`src/shared/dir_pkg.sv`:
```
// package for the instruction resource decoder: ids, descriptor layout, unit masks
package dir_pkg;

	typedef enum logic [5:0] {
		DIR_I_LSL1,          // logical shift left by one
		DIR_I_LSR1,          // logical shift right by one
		DIR_I_LSL_IMM,       // accumulator logical shift by immediate
		DIR_I_ASR1,          // signed shift right by one
		DIR_I_ASL1,          // signed shift left by one
		DIR_I_ASH_TX,        // accumulator signed shift by temp register
		DIR_I_ASH_IMM,       // accumulator signed shift by immediate
		DIR_I_SOFT_INT,      // software interrupt
		DIR_I_SQR_REG,       // rounded square of source accumulator
		DIR_I_SQR_MEM,       // square of memory operand
		DIR_I_SQRA_REG,      // square and accumulate, registers
		DIR_I_SQRA_MEM,      // square and accumulate, memory operand
		DIR_I_SQRS_REG,      // square and subtract, registers
		DIR_I_SQRS_MEM,      // square and subtract, memory operand
		DIR_I_SQDST,         // square distance, dual memory
		DIR_I_ST_HI,         // store high half
		DIR_I_ST_HI_RND,     // store rounded high half
		DIR_I_ST_LO_SHIMM,   // store low half shifted by immediate
		DIR_I_ST_HI_RNDIMM,  // store rounded high half shifted by immediate
		DIR_I_ST_HI_USAT,    // store unsigned-saturated rounded high half
		DIR_I_ST_HI_USATIMM, // same, shifted by immediate
		DIR_I_ST_DBL,        // store accumulator to long operand
		DIR_I_ST_DBL_USAT,   // store unsigned-saturated to long operand
		DIR_I_ST_HALF_SHR1,  // store both halves shifted right by one
		DIR_I_ST_DUAL_LOHI,  // low half to first, high half to second operand
		DIR_I_SUBC,          // conditional subtract
		DIR_I_SUB_REG,       // register subtract
		DIR_I_SUB_K16,       // subtract 16-bit constant
		DIR_I_SUB_MEM,       // subtract memory operand
		DIR_I_SUB_ACC_TX,    // subtract accumulator shifted by temp register
		DIR_I_SUB_ACC_IMM,   // subtract accumulator shifted by immediate
		DIR_I_SUB_MEM16,     // subtract memory shifted left 16
		DIR_I_SUB_REV16,     // memory shifted left 16 minus accumulator
		DIR_I_SUB_BORROW,    // subtract unsigned memory and borrow
		DIR_I_SUB_UNS,       // subtract unsigned memory
		DIR_I_SUB_DBL,       // subtract long operand
		DIR_I_SUB_DUAL16,    // dual memory subtract, both shifted left 16
		DIR_I_SUB_PAR_ST,    // subtract with parallel store
		DIR_I_SWAP_ACC,      // accumulator swap
		DIR_I_SWAP_AR,       // auxiliary register swap
		DIR_I_SWAP_AR_T,     // auxiliary and temporary register swap
		DIR_I_SWAP_BLOCK,    // four auxiliary registers with four temporaries
		DIR_I_SWAP_T,        // temporary register swap
		DIR_I_BIT_TST,       // test memory bit
		DIR_I_BIT_TST_CLR,   // test and clear memory bit
		DIR_I_BIT_TST_CPL,   // test and complement memory bit
		DIR_I_BIT_TST_SET    // test and set memory bit
	} dir_instr_t;

	typedef enum logic [1:0] {
		DIR_STG_X,
		DIR_STG_AD,
		DIR_STG_D,
		DIR_STG_R
	} dir_stage_t;

	// operator unit mask bit positions
	localparam int DIR_U_W        = 7;
	localparam int DIR_U_DATA_UNIT_ALU   = 0;
	localparam int DIR_U_DATA_UNIT_MAC_ONE  = 1;
	localparam int DIR_U_DATA_UNIT_SHIFTER = 2;
	localparam int DIR_U_DU_SWAP  = 3;
	localparam int DIR_U_ADDRESS_UNIT_ALU   = 4;
	localparam int DIR_U_ADDRESS_UNIT_SWAPPER  = 5;
	localparam int DIR_U_PU_UNIT  = 6;

	typedef struct packed {
		logic                 legal;
		logic                 par_en;
		logic [2:0]           size;
		logic [2:0]           cycles;
		dir_stage_t           stage;
		logic [DIR_U_W-1:0]   units;
		logic [1:0]           data_address_gen;
		logic [1:0]           stack_address_gen;
		logic [1:0]           data_read_bus;
		logic [1:0]           data_write_bus;
	} dir_desc_t;

	typedef struct packed {
		logic       valid;
		dir_instr_t instr;
		logic       dst_au;
		logic       tc_sel;
		logic [3:0] bit_idx;
		logic [15:0] mem_word;
		logic [39:0] source_accumulator;
	} dir_req_t;

	localparam int        DIR_ACC_W      = 40;
	localparam int        DIR_WORD_W     = 16;
	localparam logic      DIR_CARRY_RST  = 1'b0;
	localparam logic      DIR_TFLAG_RST  = 1'b0;
	localparam dir_desc_t DIR_DESC_RST   = '0;
	localparam int        DIR_LATENCY    = 1;

endpackage

```
`src/design/dir_bit_modify.sv`:
```
// test-and-modify of one bit of a memory word
`timescale 1ns/1ps
`default_nettype none
module dir_bit_modify
	import dir_pkg::*;
#(
	parameter int W = 16
) (
	input  wire logic [W-1:0]         i_word,
	input  wire logic [$clog2(W)-1:0] i_idx,
	input  wire logic                 i_clr,
	input  wire logic                 i_cpl,
	input  wire logic                 i_set,
	output logic                      o_orig_bit,
	output logic [W-1:0]              o_word
);
	if (W < 2) begin
		$error("bit modify width too small");
	end

	always_comb begin
		o_orig_bit = i_word[i_idx];
		o_word     = i_word;
		if (i_clr) begin
			o_word[i_idx] = 1'b0;
		end else if (i_cpl) begin
			o_word[i_idx] = ~i_word[i_idx];
		end else if (i_set) begin
			o_word[i_idx] = 1'b1;
		end
	end
endmodule
`default_nettype wire

```
`src/design/dir_sub_borrow.sv`:
```
// accumulator minus unsigned word minus borrow, carry out reports no-borrow
`timescale 1ns/1ps
`default_nettype none
module dir_sub_borrow
	import dir_pkg::*;
#(
	parameter int AW = 40,
	parameter int WW = 16
) (
	input  wire logic [AW-1:0] i_acc,
	input  wire logic [WW-1:0] i_word,
	input  wire logic          i_carry,
	input  wire logic          i_use_borrow,
	output logic [AW-1:0]      o_res,
	output logic               o_carry
);
	logic [AW:0] diff;
	logic        borrow_in;

	if (WW >= AW) begin
		$error("word must be narrower than accumulator");
	end

	always_comb begin
		// borrow is the inverse of the stored carry when i_use_borrow is set, else zero
		borrow_in = i_use_borrow & ~i_carry;
		diff      = {1'b0, i_acc} - {{(AW+1-WW){1'b0}}, i_word} - {{AW{1'b0}}, borrow_in};
		o_res     = diff[AW-1:0];
		o_carry   = ~diff[AW];
	end
endmodule
`default_nettype wire

```
`src/design/dir_decoder.sv`:
```
// instruction attribute and resource decoder with bit-test and borrow datapath
`timescale 1ns/1ps
`default_nettype none
module dir_decoder
	import dir_pkg::*;
#(
	parameter int ACC_W  = DIR_ACC_W,
	parameter int WORD_W = DIR_WORD_W
) (
	input  wire logic              i_clk_sys,
	input  wire logic              i_rst_b,
	input  wire dir_req_t          i_req,
	input  wire logic              i_carry,
	output var  logic              o_valid,
	output var  dir_desc_t         o_desc,
	output var  logic              o_test_flag_one,
	output var  logic              o_test_flag_two,
	output var  logic              o_wr_en,
	output var  logic [WORD_W-1:0] o_wr_word,
	output var  logic              o_carry_upd,
	output var  logic              o_carry,
	output var  logic [ACC_W-1:0]  o_destination_accumulator
);
	if (ACC_W != 40 || WORD_W != 16) begin
		$error("decoder datapath is fixed at 40-bit accumulator and 16-bit word");
	end

	localparam logic [DIR_U_W-1:0] UN_NONE = '0;

	function automatic logic [DIR_U_W-1:0] u(input int pos);
		logic [DIR_U_W-1:0] m;
		m      = '0;
		m[pos] = 1'b1;
		return m;
	endfunction

	function automatic dir_desc_t mk(
		input logic               par,
		input logic [2:0]         sz,
		input logic [2:0]         cyc,
		input dir_stage_t         st,
		input logic [DIR_U_W-1:0] un,
		input logic [1:0]         da,
		input logic [1:0]         sa,
		input logic [1:0]         dr,
		input logic [1:0]         dw
	);
		dir_desc_t d;
		d.legal             = 1'b1;
		d.par_en            = par;
		d.size              = sz;
		d.cycles            = cyc;
		d.stage             = st;
		d.units             = un;
		d.data_address_gen  = da;
		d.stack_address_gen = sa;
		d.data_read_bus     = dr;
		d.data_write_bus    = dw;
		return d;
	endfunction

	dir_desc_t          desc_nxt;
	logic [DIR_U_W-1:0] sh1_units;
	logic               bit_orig;
	logic [WORD_W-1:0]  bit_word;
	logic               is_clr;
	logic               is_cpl;
	logic               is_set;
	logic               is_tst;
	logic [ACC_W-1:0]   sub_res;
	logic               sub_carry;
	logic               use_borrow;

	// shifts by one on an address-unit register also need the address ALU
	always_comb begin
		if (i_req.dst_au) begin
			sh1_units = u(DIR_U_ADDRESS_UNIT_ALU) | u(DIR_U_DATA_UNIT_SHIFTER);
		end else begin
			sh1_units = u(DIR_U_DATA_UNIT_SHIFTER);
		end
	end

	// pure table decode; unknown ids give an all-zero, non-legal descriptor
	always_comb begin
		desc_nxt = DIR_DESC_RST;
		case (i_req.instr)
			DIR_I_LSL1: begin
				desc_nxt = mk(1'b1, 3'h2, 3'h1, DIR_STG_X, sh1_units,
					2'h0, 2'h0, 2'h0, 2'h0);
			end
			DIR_I_LSR1: begin
				desc_nxt = mk(1'b1, 3'h2, 3'h1, DIR_STG_X, sh1_units,
					2'h0, 2'h0, 2'h0, 2'h0);
			end
			DIR_I_LSL_IMM: begin
				desc_nxt = mk(1'b1, 3'h3, 3'h1, DIR_STG_X, u(DIR_U_DATA_UNIT_SHIFTER),
					2'h0, 2'h0, 2'h0, 2'h0);
			end
			DIR_I_ASR1: begin
				desc_nxt = mk(1'b1, 3'h2, 3'h1, DIR_STG_X, sh1_units,
					2'h0, 2'h0, 2'h0, 2'h0);
			end
			DIR_I_ASL1: begin
				desc_nxt = mk(1'b1, 3'h2, 3'h1, DIR_STG_X, sh1_units,
					2'h0, 2'h0, 2'h0, 2'h0);
			end
			DIR_I_ASH_TX: begin
				desc_nxt = mk(1'b1, 3'h2, 3'h1, DIR_STG_X, u(DIR_U_DATA_UNIT_SHIFTER),
					2'h0, 2'h0, 2'h0, 2'h0);
			end
			DIR_I_ASH_IMM: begin
				desc_nxt = mk(1'b1, 3'h3, 3'h1, DIR_STG_X, u(DIR_U_DATA_UNIT_SHIFTER),
					2'h0, 2'h0, 2'h0, 2'h0);
			end
			DIR_I_SOFT_INT: begin
				desc_nxt = mk(1'b0, 3'h2, 3'h3, DIR_STG_D, u(DIR_U_PU_UNIT),
					2'h1, 2'h1, 2'h0, 2'h2);
			end
			DIR_I_SQR_REG, DIR_I_SQRA_REG, DIR_I_SQRS_REG: begin
				desc_nxt = mk(1'b1, 3'h2, 3'h1, DIR_STG_X, u(DIR_U_DATA_UNIT_MAC_ONE),
					2'h0, 2'h0, 2'h0, 2'h0);
			end
			DIR_I_SQR_MEM, DIR_I_SQRA_MEM, DIR_I_SQRS_MEM: begin
				desc_nxt = mk(1'b0, 3'h3, 3'h1, DIR_STG_X, u(DIR_U_DATA_UNIT_MAC_ONE),
					2'h1, 2'h0, 2'h1, 2'h0);
			end
			DIR_I_SQDST: begin
				desc_nxt = mk(1'b0, 3'h4, 3'h1, DIR_STG_X, u(DIR_U_DATA_UNIT_ALU) | u(DIR_U_DATA_UNIT_MAC_ONE),
					2'h2, 2'h0, 2'h2, 2'h0);
			end
			DIR_I_ST_HI: begin
				desc_nxt = mk(1'b0, 3'h2, 3'h1, DIR_STG_X, UN_NONE,
					2'h1, 2'h0, 2'h0, 2'h1);
			end
			DIR_I_ST_HI_RND, DIR_I_ST_LO_SHIMM, DIR_I_ST_HI_USAT: begin
				desc_nxt = mk(1'b0, 3'h3, 3'h1, DIR_STG_X, u(DIR_U_DATA_UNIT_SHIFTER),
					2'h1, 2'h0, 2'h0, 2'h1);
			end
			DIR_I_ST_HI_RNDIMM: begin
				desc_nxt = mk(1'b0, 3'h4, 3'h1, DIR_STG_X, u(DIR_U_DATA_UNIT_SHIFTER),
					2'h1, 2'h0, 2'h0, 2'h1);
			end
			DIR_I_ST_HI_USATIMM: begin
				desc_nxt = mk(1'b0, 3'h4, 3'h1, DIR_STG_X, u(DIR_U_DATA_UNIT_SHIFTER),
					2'h1, 2'h0, 2'h0, 2'h1);
			end
			DIR_I_ST_DBL: begin
				desc_nxt = mk(1'b0, 3'h3, 3'h1, DIR_STG_X, UN_NONE,
					2'h1, 2'h0, 2'h0, 2'h2);
			end
			DIR_I_ST_DBL_USAT: begin
				desc_nxt = mk(1'b0, 3'h3, 3'h1, DIR_STG_X, u(DIR_U_DATA_UNIT_SHIFTER),
					2'h1, 2'h0, 2'h0, 2'h2);
			end
			DIR_I_ST_HALF_SHR1: begin
				desc_nxt = mk(1'b0, 3'h3, 3'h1, DIR_STG_X, u(DIR_U_DATA_UNIT_SHIFTER),
					2'h1, 2'h0, 2'h0, 2'h2);
			end
			DIR_I_ST_DUAL_LOHI: begin
				desc_nxt = mk(1'b0, 3'h3, 3'h1, DIR_STG_X, UN_NONE,
					2'h2, 2'h0, 2'h0, 2'h2);
			end
			DIR_I_SUBC: begin
				desc_nxt = mk(1'b0, 3'h3, 3'h1, DIR_STG_X, u(DIR_U_DATA_UNIT_ALU),
					2'h1, 2'h0, 2'h1, 2'h0);
			end
			DIR_I_SUB_REG: begin
				desc_nxt = mk(1'b1, 3'h2, 3'h1, DIR_STG_X,
					i_req.dst_au ? u(DIR_U_ADDRESS_UNIT_ALU) : u(DIR_U_DATA_UNIT_ALU), 2'h0, 2'h0, 2'h0, 2'h0);
			end
			DIR_I_SUB_K16: begin
				desc_nxt = mk(1'b0, 3'h4, 3'h1, DIR_STG_X,
					i_req.dst_au ? u(DIR_U_ADDRESS_UNIT_ALU) : u(DIR_U_DATA_UNIT_ALU), 2'h0, 2'h0, 2'h0, 2'h0);
			end
			DIR_I_SUB_MEM: begin
				desc_nxt = mk(1'b0, 3'h3, 3'h1, DIR_STG_X,
					i_req.dst_au ? u(DIR_U_ADDRESS_UNIT_ALU) : u(DIR_U_DATA_UNIT_ALU), 2'h1, 2'h0, 2'h1, 2'h0);
			end
			DIR_I_SUB_ACC_TX: begin
				desc_nxt = mk(1'b1, 3'h2, 3'h1, DIR_STG_X, u(DIR_U_DATA_UNIT_SHIFTER),
					2'h0, 2'h0, 2'h0, 2'h0);
			end
			DIR_I_SUB_ACC_IMM: begin
				desc_nxt = mk(1'b1, 3'h3, 3'h1, DIR_STG_X, u(DIR_U_DATA_UNIT_SHIFTER),
					2'h0, 2'h0, 2'h0, 2'h0);
			end
			DIR_I_SUB_MEM16: begin
				desc_nxt = mk(1'b0, 3'h3, 3'h1, DIR_STG_X, u(DIR_U_DATA_UNIT_ALU),
					2'h1, 2'h0, 2'h1, 2'h0);
			end
			DIR_I_SUB_REV16: begin
				desc_nxt = mk(1'b0, 3'h3, 3'h1, DIR_STG_X, u(DIR_U_DATA_UNIT_ALU),
					2'h1, 2'h0, 2'h1, 2'h0);
			end
			DIR_I_SUB_BORROW: begin
				desc_nxt = mk(1'b0, 3'h3, 3'h1, DIR_STG_X, u(DIR_U_DATA_UNIT_ALU),
					2'h1, 2'h0, 2'h1, 2'h0);
			end
			DIR_I_SUB_UNS: begin
				desc_nxt = mk(1'b0, 3'h3, 3'h1, DIR_STG_X, u(DIR_U_DATA_UNIT_ALU),
					2'h1, 2'h0, 2'h1, 2'h0);
			end
			DIR_I_SUB_DBL: begin
				desc_nxt = mk(1'b0, 3'h3, 3'h1, DIR_STG_X, u(DIR_U_DATA_UNIT_ALU),
					2'h1, 2'h0, 2'h2, 2'h0);
			end
			DIR_I_SUB_DUAL16: begin
				desc_nxt = mk(1'b0, 3'h3, 3'h1, DIR_STG_X, u(DIR_U_DATA_UNIT_ALU),
					2'h2, 2'h0, 2'h2, 2'h0);
			end
			DIR_I_SUB_PAR_ST: begin
				desc_nxt = mk(1'b0, 3'h4, 3'h1, DIR_STG_X, u(DIR_U_DATA_UNIT_ALU) | u(DIR_U_DATA_UNIT_SHIFTER),
					2'h2, 2'h0, 2'h2, 2'h2);
			end
			DIR_I_SWAP_ACC: begin
				desc_nxt = mk(1'b1, 3'h2, 3'h1, DIR_STG_X, u(DIR_U_DU_SWAP),
					2'h0, 2'h0, 2'h0, 2'h0);
			end
			DIR_I_SWAP_AR, DIR_I_SWAP_AR_T, DIR_I_SWAP_T: begin
				desc_nxt = mk(1'b1, 3'h2, 3'h1, DIR_STG_AD, u(DIR_U_ADDRESS_UNIT_SWAPPER),
					2'h0, 2'h0, 2'h0, 2'h0);
			end
			DIR_I_SWAP_BLOCK: begin
				desc_nxt = mk(1'b1, 3'h2, 3'h1, DIR_STG_AD, u(DIR_U_ADDRESS_UNIT_SWAPPER),
					2'h0, 2'h0, 2'h0, 2'h0);
			end
			DIR_I_BIT_TST: begin
				desc_nxt = mk(1'b0, 3'h3, 3'h1, DIR_STG_X, u(DIR_U_ADDRESS_UNIT_ALU),
					2'h1, 2'h0, 2'h1, 2'h0);
			end
			DIR_I_BIT_TST_CLR, DIR_I_BIT_TST_CPL, DIR_I_BIT_TST_SET: begin
				desc_nxt = mk(1'b0, 3'h3, 3'h1, DIR_STG_X, u(DIR_U_ADDRESS_UNIT_ALU),
					2'h1, 2'h0, 2'h1, 2'h1);
			end
			default: begin
				desc_nxt = DIR_DESC_RST;
			end
		endcase
	end

	always_comb begin
		is_clr     = i_req.instr == DIR_I_BIT_TST_CLR;
		is_cpl     = i_req.instr == DIR_I_BIT_TST_CPL;
		is_set     = i_req.instr == DIR_I_BIT_TST_SET;
		is_tst     = is_clr | is_cpl | is_set | (i_req.instr == DIR_I_BIT_TST);
		use_borrow = i_req.instr == DIR_I_SUB_BORROW;
	end

	dir_bit_modify #(
		.W (WORD_W)
	) u_bit (
		.i_word     (i_req.mem_word),
		.i_idx      (i_req.bit_idx),
		.i_clr      (is_clr),
		.i_cpl      (is_cpl),
		.i_set      (is_set),
		.o_orig_bit (bit_orig),
		.o_word     (bit_word)
	);

	// plain unsigned subtract shares the path with the borrow disabled
	dir_sub_borrow #(
		.AW (ACC_W),
		.WW (WORD_W)
	) u_sub (
		.i_acc        (i_req.source_accumulator),
		.i_word       (i_req.mem_word),
		.i_carry      (i_carry),
		.i_use_borrow (use_borrow),
		.o_res        (sub_res),
		.o_carry      (sub_carry)
	);

	// descriptor stage, one per accepted request
	always_ff @(posedge i_clk_sys or negedge i_rst_b) begin
		if (!i_rst_b) begin
			o_valid <= 1'b0;
			o_desc  <= DIR_DESC_RST;
		end else begin
			o_valid <= i_req.valid;
			if (i_req.valid) begin
				o_desc <= desc_nxt;
			end
		end
	end

	// test flags are sticky state; only bit tests touch them
	always_ff @(posedge i_clk_sys or negedge i_rst_b) begin
		if (!i_rst_b) begin
			o_test_flag_one <= DIR_TFLAG_RST;
			o_test_flag_two <= DIR_TFLAG_RST;
		end else if (i_req.valid && is_tst) begin
			if (i_req.tc_sel) begin
				o_test_flag_two <= bit_orig;
			end else begin
				o_test_flag_one <= bit_orig;
			end
		end
	end

	// write-back word for bit modify; plain test writes nothing
	always_ff @(posedge i_clk_sys or negedge i_rst_b) begin
		if (!i_rst_b) begin
			o_wr_en   <= 1'b0;
			o_wr_word <= '0;
		end else begin
			o_wr_en <= i_req.valid & (is_clr | is_cpl | is_set);
			if (i_req.valid && (is_clr || is_cpl || is_set)) begin
				o_wr_word <= bit_word;
			end
		end
	end

	// carry holds the inverted borrow of the unsigned subtract forms
	always_ff @(posedge i_clk_sys or negedge i_rst_b) begin
		if (!i_rst_b) begin
			o_carry_upd               <= 1'b0;
			o_carry                   <= DIR_CARRY_RST;
			o_destination_accumulator <= '0;
		end else begin
			o_carry_upd <= i_req.valid & (use_borrow | (i_req.instr == DIR_I_SUB_UNS));
			if (i_req.valid && (use_borrow || i_req.instr == DIR_I_SUB_UNS)) begin
				o_carry                   <= sub_carry;
				o_destination_accumulator <= sub_res;
			end
		end
	end
endmodule
`default_nettype wire

```
`config.mk`:
```
export PLATFORM = sky130hd
export DESIGN_NAME = dir_decoder
export DESIGN_NICKNAME = d
export VERILOG_FILES = /design/src/shared/dir_pkg.sv /design/src/design/dir_bit_modify.sv /design/src/design/dir_sub_borrow.sv /design/src/design/dir_decoder.sv
export SDC_FILE = /design/constraint.sdc
export NUM_CORES = 1
export LEC_CHECK = 0
export BUFFER_PORTS_ARGS = -buffer_cell sky130_fd_sc_hd__buf_2
export CELL_PAD_IN_SITES_DETAIL_PLACEMENT = 0
export CELL_PAD_IN_SITES_GLOBAL_PLACEMENT = 2
export CORE_MARGIN = 2
export CORE_UTILIZATION = 31
export CTS_BUF_LIST = sky130_fd_sc_hd__clkbuf_4
export DETAILED_ROUTE_END_ITERATION = 12
export MAX_ROUTING_LAYER = met4
export PLACE_DENSITY_LB_ADDON = 0.1
export SLEW_MARGIN = 0
export SYNTH_ARGS = -nofsm -noshare
export SYNTH_HDL_FRONTEND = slang
export SYNTH_SLANG_ARGS = --single-unit
```
`constraint.sdc`:
```
create_clock -name i_clk_sys -period 1 [get_ports i_clk_sys]
set_input_delay 0.15 -clock i_clk_sys [delete_from_list [all_inputs] [get_ports i_clk_sys]]
set_output_delay 0.15 -clock i_clk_sys [all_outputs]
set_load 0.005 [all_outputs]
```
==> flow_summary_export.csv <==
group,metric,value,unit
hold_path,worstHoldPathType,"in2reg",
logic_synthesis,ys_types,68,
timing,min_period,2.577,ns
placement,hpwlAfterDp,15930,um
timing,slew_viol_final,0,
logic_synthesis,synth-compound-area-share,0.2178,
finish,final_cells,1343,
timing,fin_tns_setup,-75.18,ns
power,pwr-share-clk,0.161,
route,drc,0,
timing,period_share,2.577,
worst_setup_path,cp_max_fo,7,
logic_synthesis,syn_area,5802,um2
finish,layout-drive-gt1-share,0.4806,
logic_synthesis,ys_ff_latch,80,
power,leakagePower,0.004742,uW
placement,gp_congestion,0.8851,
global_route,grt_pass1_vias,6430,
finish,finish.utilization,0.5276,
logic_synthesis,synth_fa_ha_area_frac,0.07375,
global_route,grt_overflow,0,
power,peakVddDrop,0.5144,mV
hold_path,hold_depth,3,
worst_setup_path,r2r-end,"o_desc[22]",
timing,fin_ws,-1.577,ns
cts,cts_tree,"yes",
logic_synthesis,yosysWarnings,0,
finish,fillers,1805,
route,vias,6679,
logic_synthesis,synth_top_family_by_area,"compound AO/OA/AOI/OAI gates",
power,swShare,0.3580,
worst_setup_path,reg2reg_depth,3,
finish,seqCellArea,2002,um2
floorplanning,io_pins,159,
cts,insertion_delay,0.46,ns
worst_setup_path,crit_required,1.41,ns
finish,multiInputGateArea,3842,um2
cts,cts_buffers,9,
global_route,grt_pass1_wl,33030,um
flow_run,max-cap-violations,0,
cts,clk_pin_slew,0.14,ns
logic_synthesis,async_flop_share,1.000,
worst_setup_path,reg2reg_slack,0.01,ns
floorplanning,start_util,0.3133,
timing,finalHoldViolCount,0,
finish,area_growth,68.38,%
placement,dpl_cell_area,8330,um2
power,seq_power_share,0.375,
route,drtIter0Drc,339,
global_route,use_met2,0.3576,
timing,fmax,388.0,MHz
hold_path,hold_end,"o_wr_word[5]",
route,drt_wl_total,21420,um
global_route,use_met1,0.2745,
floorplanning,die_y,140.8,um
placement,portBuffers,156,
global_route,use_met3,0.02582,
route,via_per_inst,4.973,
global_route,busiest_layer,"met2",
floorplanning,core,18520,um2
worst_setup_path,r2r-start,"o_desc[22]",
logic_synthesis,muxShareOfSynthArea,0.04637,
floorplanning,die_x,140.8,um
power,internal_power,7255,uW
cts,clock_path_buffers,2,
finish,nets,1207,
global_route,grt_max_degree,33,
timing,rsz0062_at_grt,"yes",
worst_setup_path,cp-end-kind,"flop",
outcome,status,"complete, but fails checks",
hold_path,min_from,"i_req[45]",
route,wire_per_inst,15.95,um
power,power.switching,4045,uW
outcome,violations,"setup timing",
worst_setup_path,arrival,2.99,ns
placement,dp.cells,1243,
route,drt_pass1_iterations,6,
global_route,track_usage,0.2149,
logic_synthesis,syn_avg_cell_area,8.137,um2
cts,root_buffer,"clkbuf_4",
floorplanning,rows,50,
logic_synthesis,synth-simple-area-share,0.1848,
cts,cts-htree-levels,3,
logic_synthesis,synth_edf_count,0,
floorplanning,die_area,19830,um2
worst_setup_path,start_kind,"input pin",
worst_setup_path,worstSetupPathType,"in2reg",
power,p_per_area,1157,nW/um2
finish,stdcell_area,9769,um2
logic_synthesis,synth_top_flop_cell,"dfrtp_1",
timing,setup_violations,159,
power,comb_power_share,0.464,
timing,clock-skew-final,0,ns
route,antenna_left,0,
global_route,grt_antenna_before_repair,1,
logic_synthesis,synth_xor_area_frac,0.05133,
cts,cts.sinks,80,
logic_synthesis,postSynthCellCount,713,
logic_synthesis,ys_seq_area_frac,0.3451,
[worst max-delay path, stage by stage]
cell	delay, ns
buf_8	0.09
clkinv_8	0.04
nor2_4	0.08
nand4b_1	0.14
fa_2	0.59
ha_2	0.21
nor2_4	0.05
fa_2	0.33
nand3b_1	0.11
a221oi_2	0.08
a21boi_2	0.25
o211ai_1	0.13
buf_4	0.20
and2b_2	0.21
o2111ai_1	0.17
o21a_1	0.14
[timing repair]
| action | in CTS | in global routing |
|---|---|---|
| pin swaps | 29 | 28 |
| hold buffers | 2 | 0 |
| setup buffers | 29 | 49 |
| setup endpoints to repair | 163 | 164 |
| hold endpoints to repair | 81 | 0 |
| cloned | 1 | 3 |
| gates resized for setup | 77 | 77 |
[area by class of cell]
class,instances,area share
Multi-Input combinational cell,521,0.3933
Timing Repair Buffer,419,0.3298
Sequential cell,80,0.2049
Inverter,71,0.03010
Tap cell,234,0.02997
Clock buffer,10,0.007684
Clock inverter,6,0.003714
Antenna cell,2,0.0005123
[layout by cell type, fill, tap and decap left out, types with 6 or more instances in the layout]
cell type  synthesis  routed
nand2_1           92      88
buf_2              1     132
o21a_1             6       6
mux2i_1           10      10
nor3_1            20      17
buf_12             0      13
nor4_1            14       8
xor2_1            17      15
nor2_4             0       8
a21oi_1           32      21
clkbuf_4           0      10
a21o_1             8       8
dfrtp_1           80      80
xnor2_1           17      16
o21ai_2            1       8
nand2b_1          13      13
nor2_1            48      38
buf_4              8     229
inv_1             67      64
ha_1              31      29
o21ai_0           75      40
o211ai_1          10      10
o22ai_1           17      12
a31oi_1           10       8
or3_1             10      10
buf_6              1      35
a21oi_2            0      11
o21ai_1            3      28
[power by group through the flow]
| stage | Clock, uW | Sequential, uW | Combinational (uW) |
|---|---|---|---|
| after floorplan | 0 | 4300 | 1950 |
| after global placement | 0 | 4290 | 4140 |
| after detailed placement | 0 | 4300 | 4180 |
| after CTS | 1900 | 4250 | 4660 |
| after global routing | 2040 | 4310 | 5770 |
| final | 1810 | 4240 | 5250 |
[per-layer routing]
metal | share of wire | vias to the layer above
met4 | 0.020 | 0
met1 | 0.44 | 3163
met3 | 0.041 | 31
met2 | 0.50 | 188
li1 | - | 3297
met5 | 0 | -
[synth_stat cells, types with 5 or more instances]
cell type	count	area share
a21o_1	8	0.010
a21oi_1	32	0.028
a31oi_1	10	0.011
buf_4	8	0.010
clkbuf_1	26	0.017
dfrtp_1	80	0.35
ha_1	31	0.067
inv_1	67	0.043
mux2_2	5	0.0097
mux2i_1	10	0.017
mux4_2	5	0.019
nand2_1	92	0.060
nand2b_1	13	0.014
nand4_1	5	0.0054
nor2_1	48	0.031
nor3_1	20	0.017
nor4_1	14	0.015
o211ai_1	10	0.013
o21a_1	6	0.0078
o21ai_0	75	0.065
o22ai_1	17	0.018
o32ai_1	5	0.0075
or3_1	10	0.011
xnor2_1	17	0.026
xor2_1	17	0.026
[worst max-delay path by stage]
stage	slack, ns	end	from	depth (start not counted)
final	-1.58	o_carry	i_req[67]	16
after global routing	-1.73	o_destination_accumulator[36]	i_req[67]	17
after CTS	-1.61	o_destination_accumulator[36]	i_req[62]	17
after detailed placement	-2.25	o_destination_accumulator[38]	i_req[67]	16
after global placement	-2.17	o_destination_accumulator[38]	i_req[67]	16
after floorplan	-2.11	o_carry	i_req[67]	16
[state kept, by name, summed over array words and instances, names as in the netlist]
| signal | flops |
|---|---|
| o_test_flag_two | 1 |
| o_valid | 1 |
| o_carry | 1 |
| o_wr_word | 16 |
| o_destination_accumulator | 40 |
| o_desc | 18 |
| o_test_flag_one | 1 |
| o_wr_en | 1 |
| o_carry_upd | 1 |
[cells by family after synthesis]
group,Yosys count
AO/OA/AOI/OAI,203
XOR/XNOR,34
adder cells (fa/ha/maj),33
buffers and inverters,113
flip-flops,80
multiplexers,20
other,1
AND/OR/NAND/NOR,229
[through the flow]
step	hold slack, ns	power (uW)	worst slack, ns
2_1_floorplan	-0.1456	6254	-2.108
3_3_place_gp	0.08977	8426	-2.174
3_5_place_dp	0.09344	8489	-2.254
4_1_cts	0.01390	10810	-1.609
5_1_grt	0.02954	12120	-1.734
6_report	0.03532	11300	-1.577
Power figures use the tool's default switching activity.
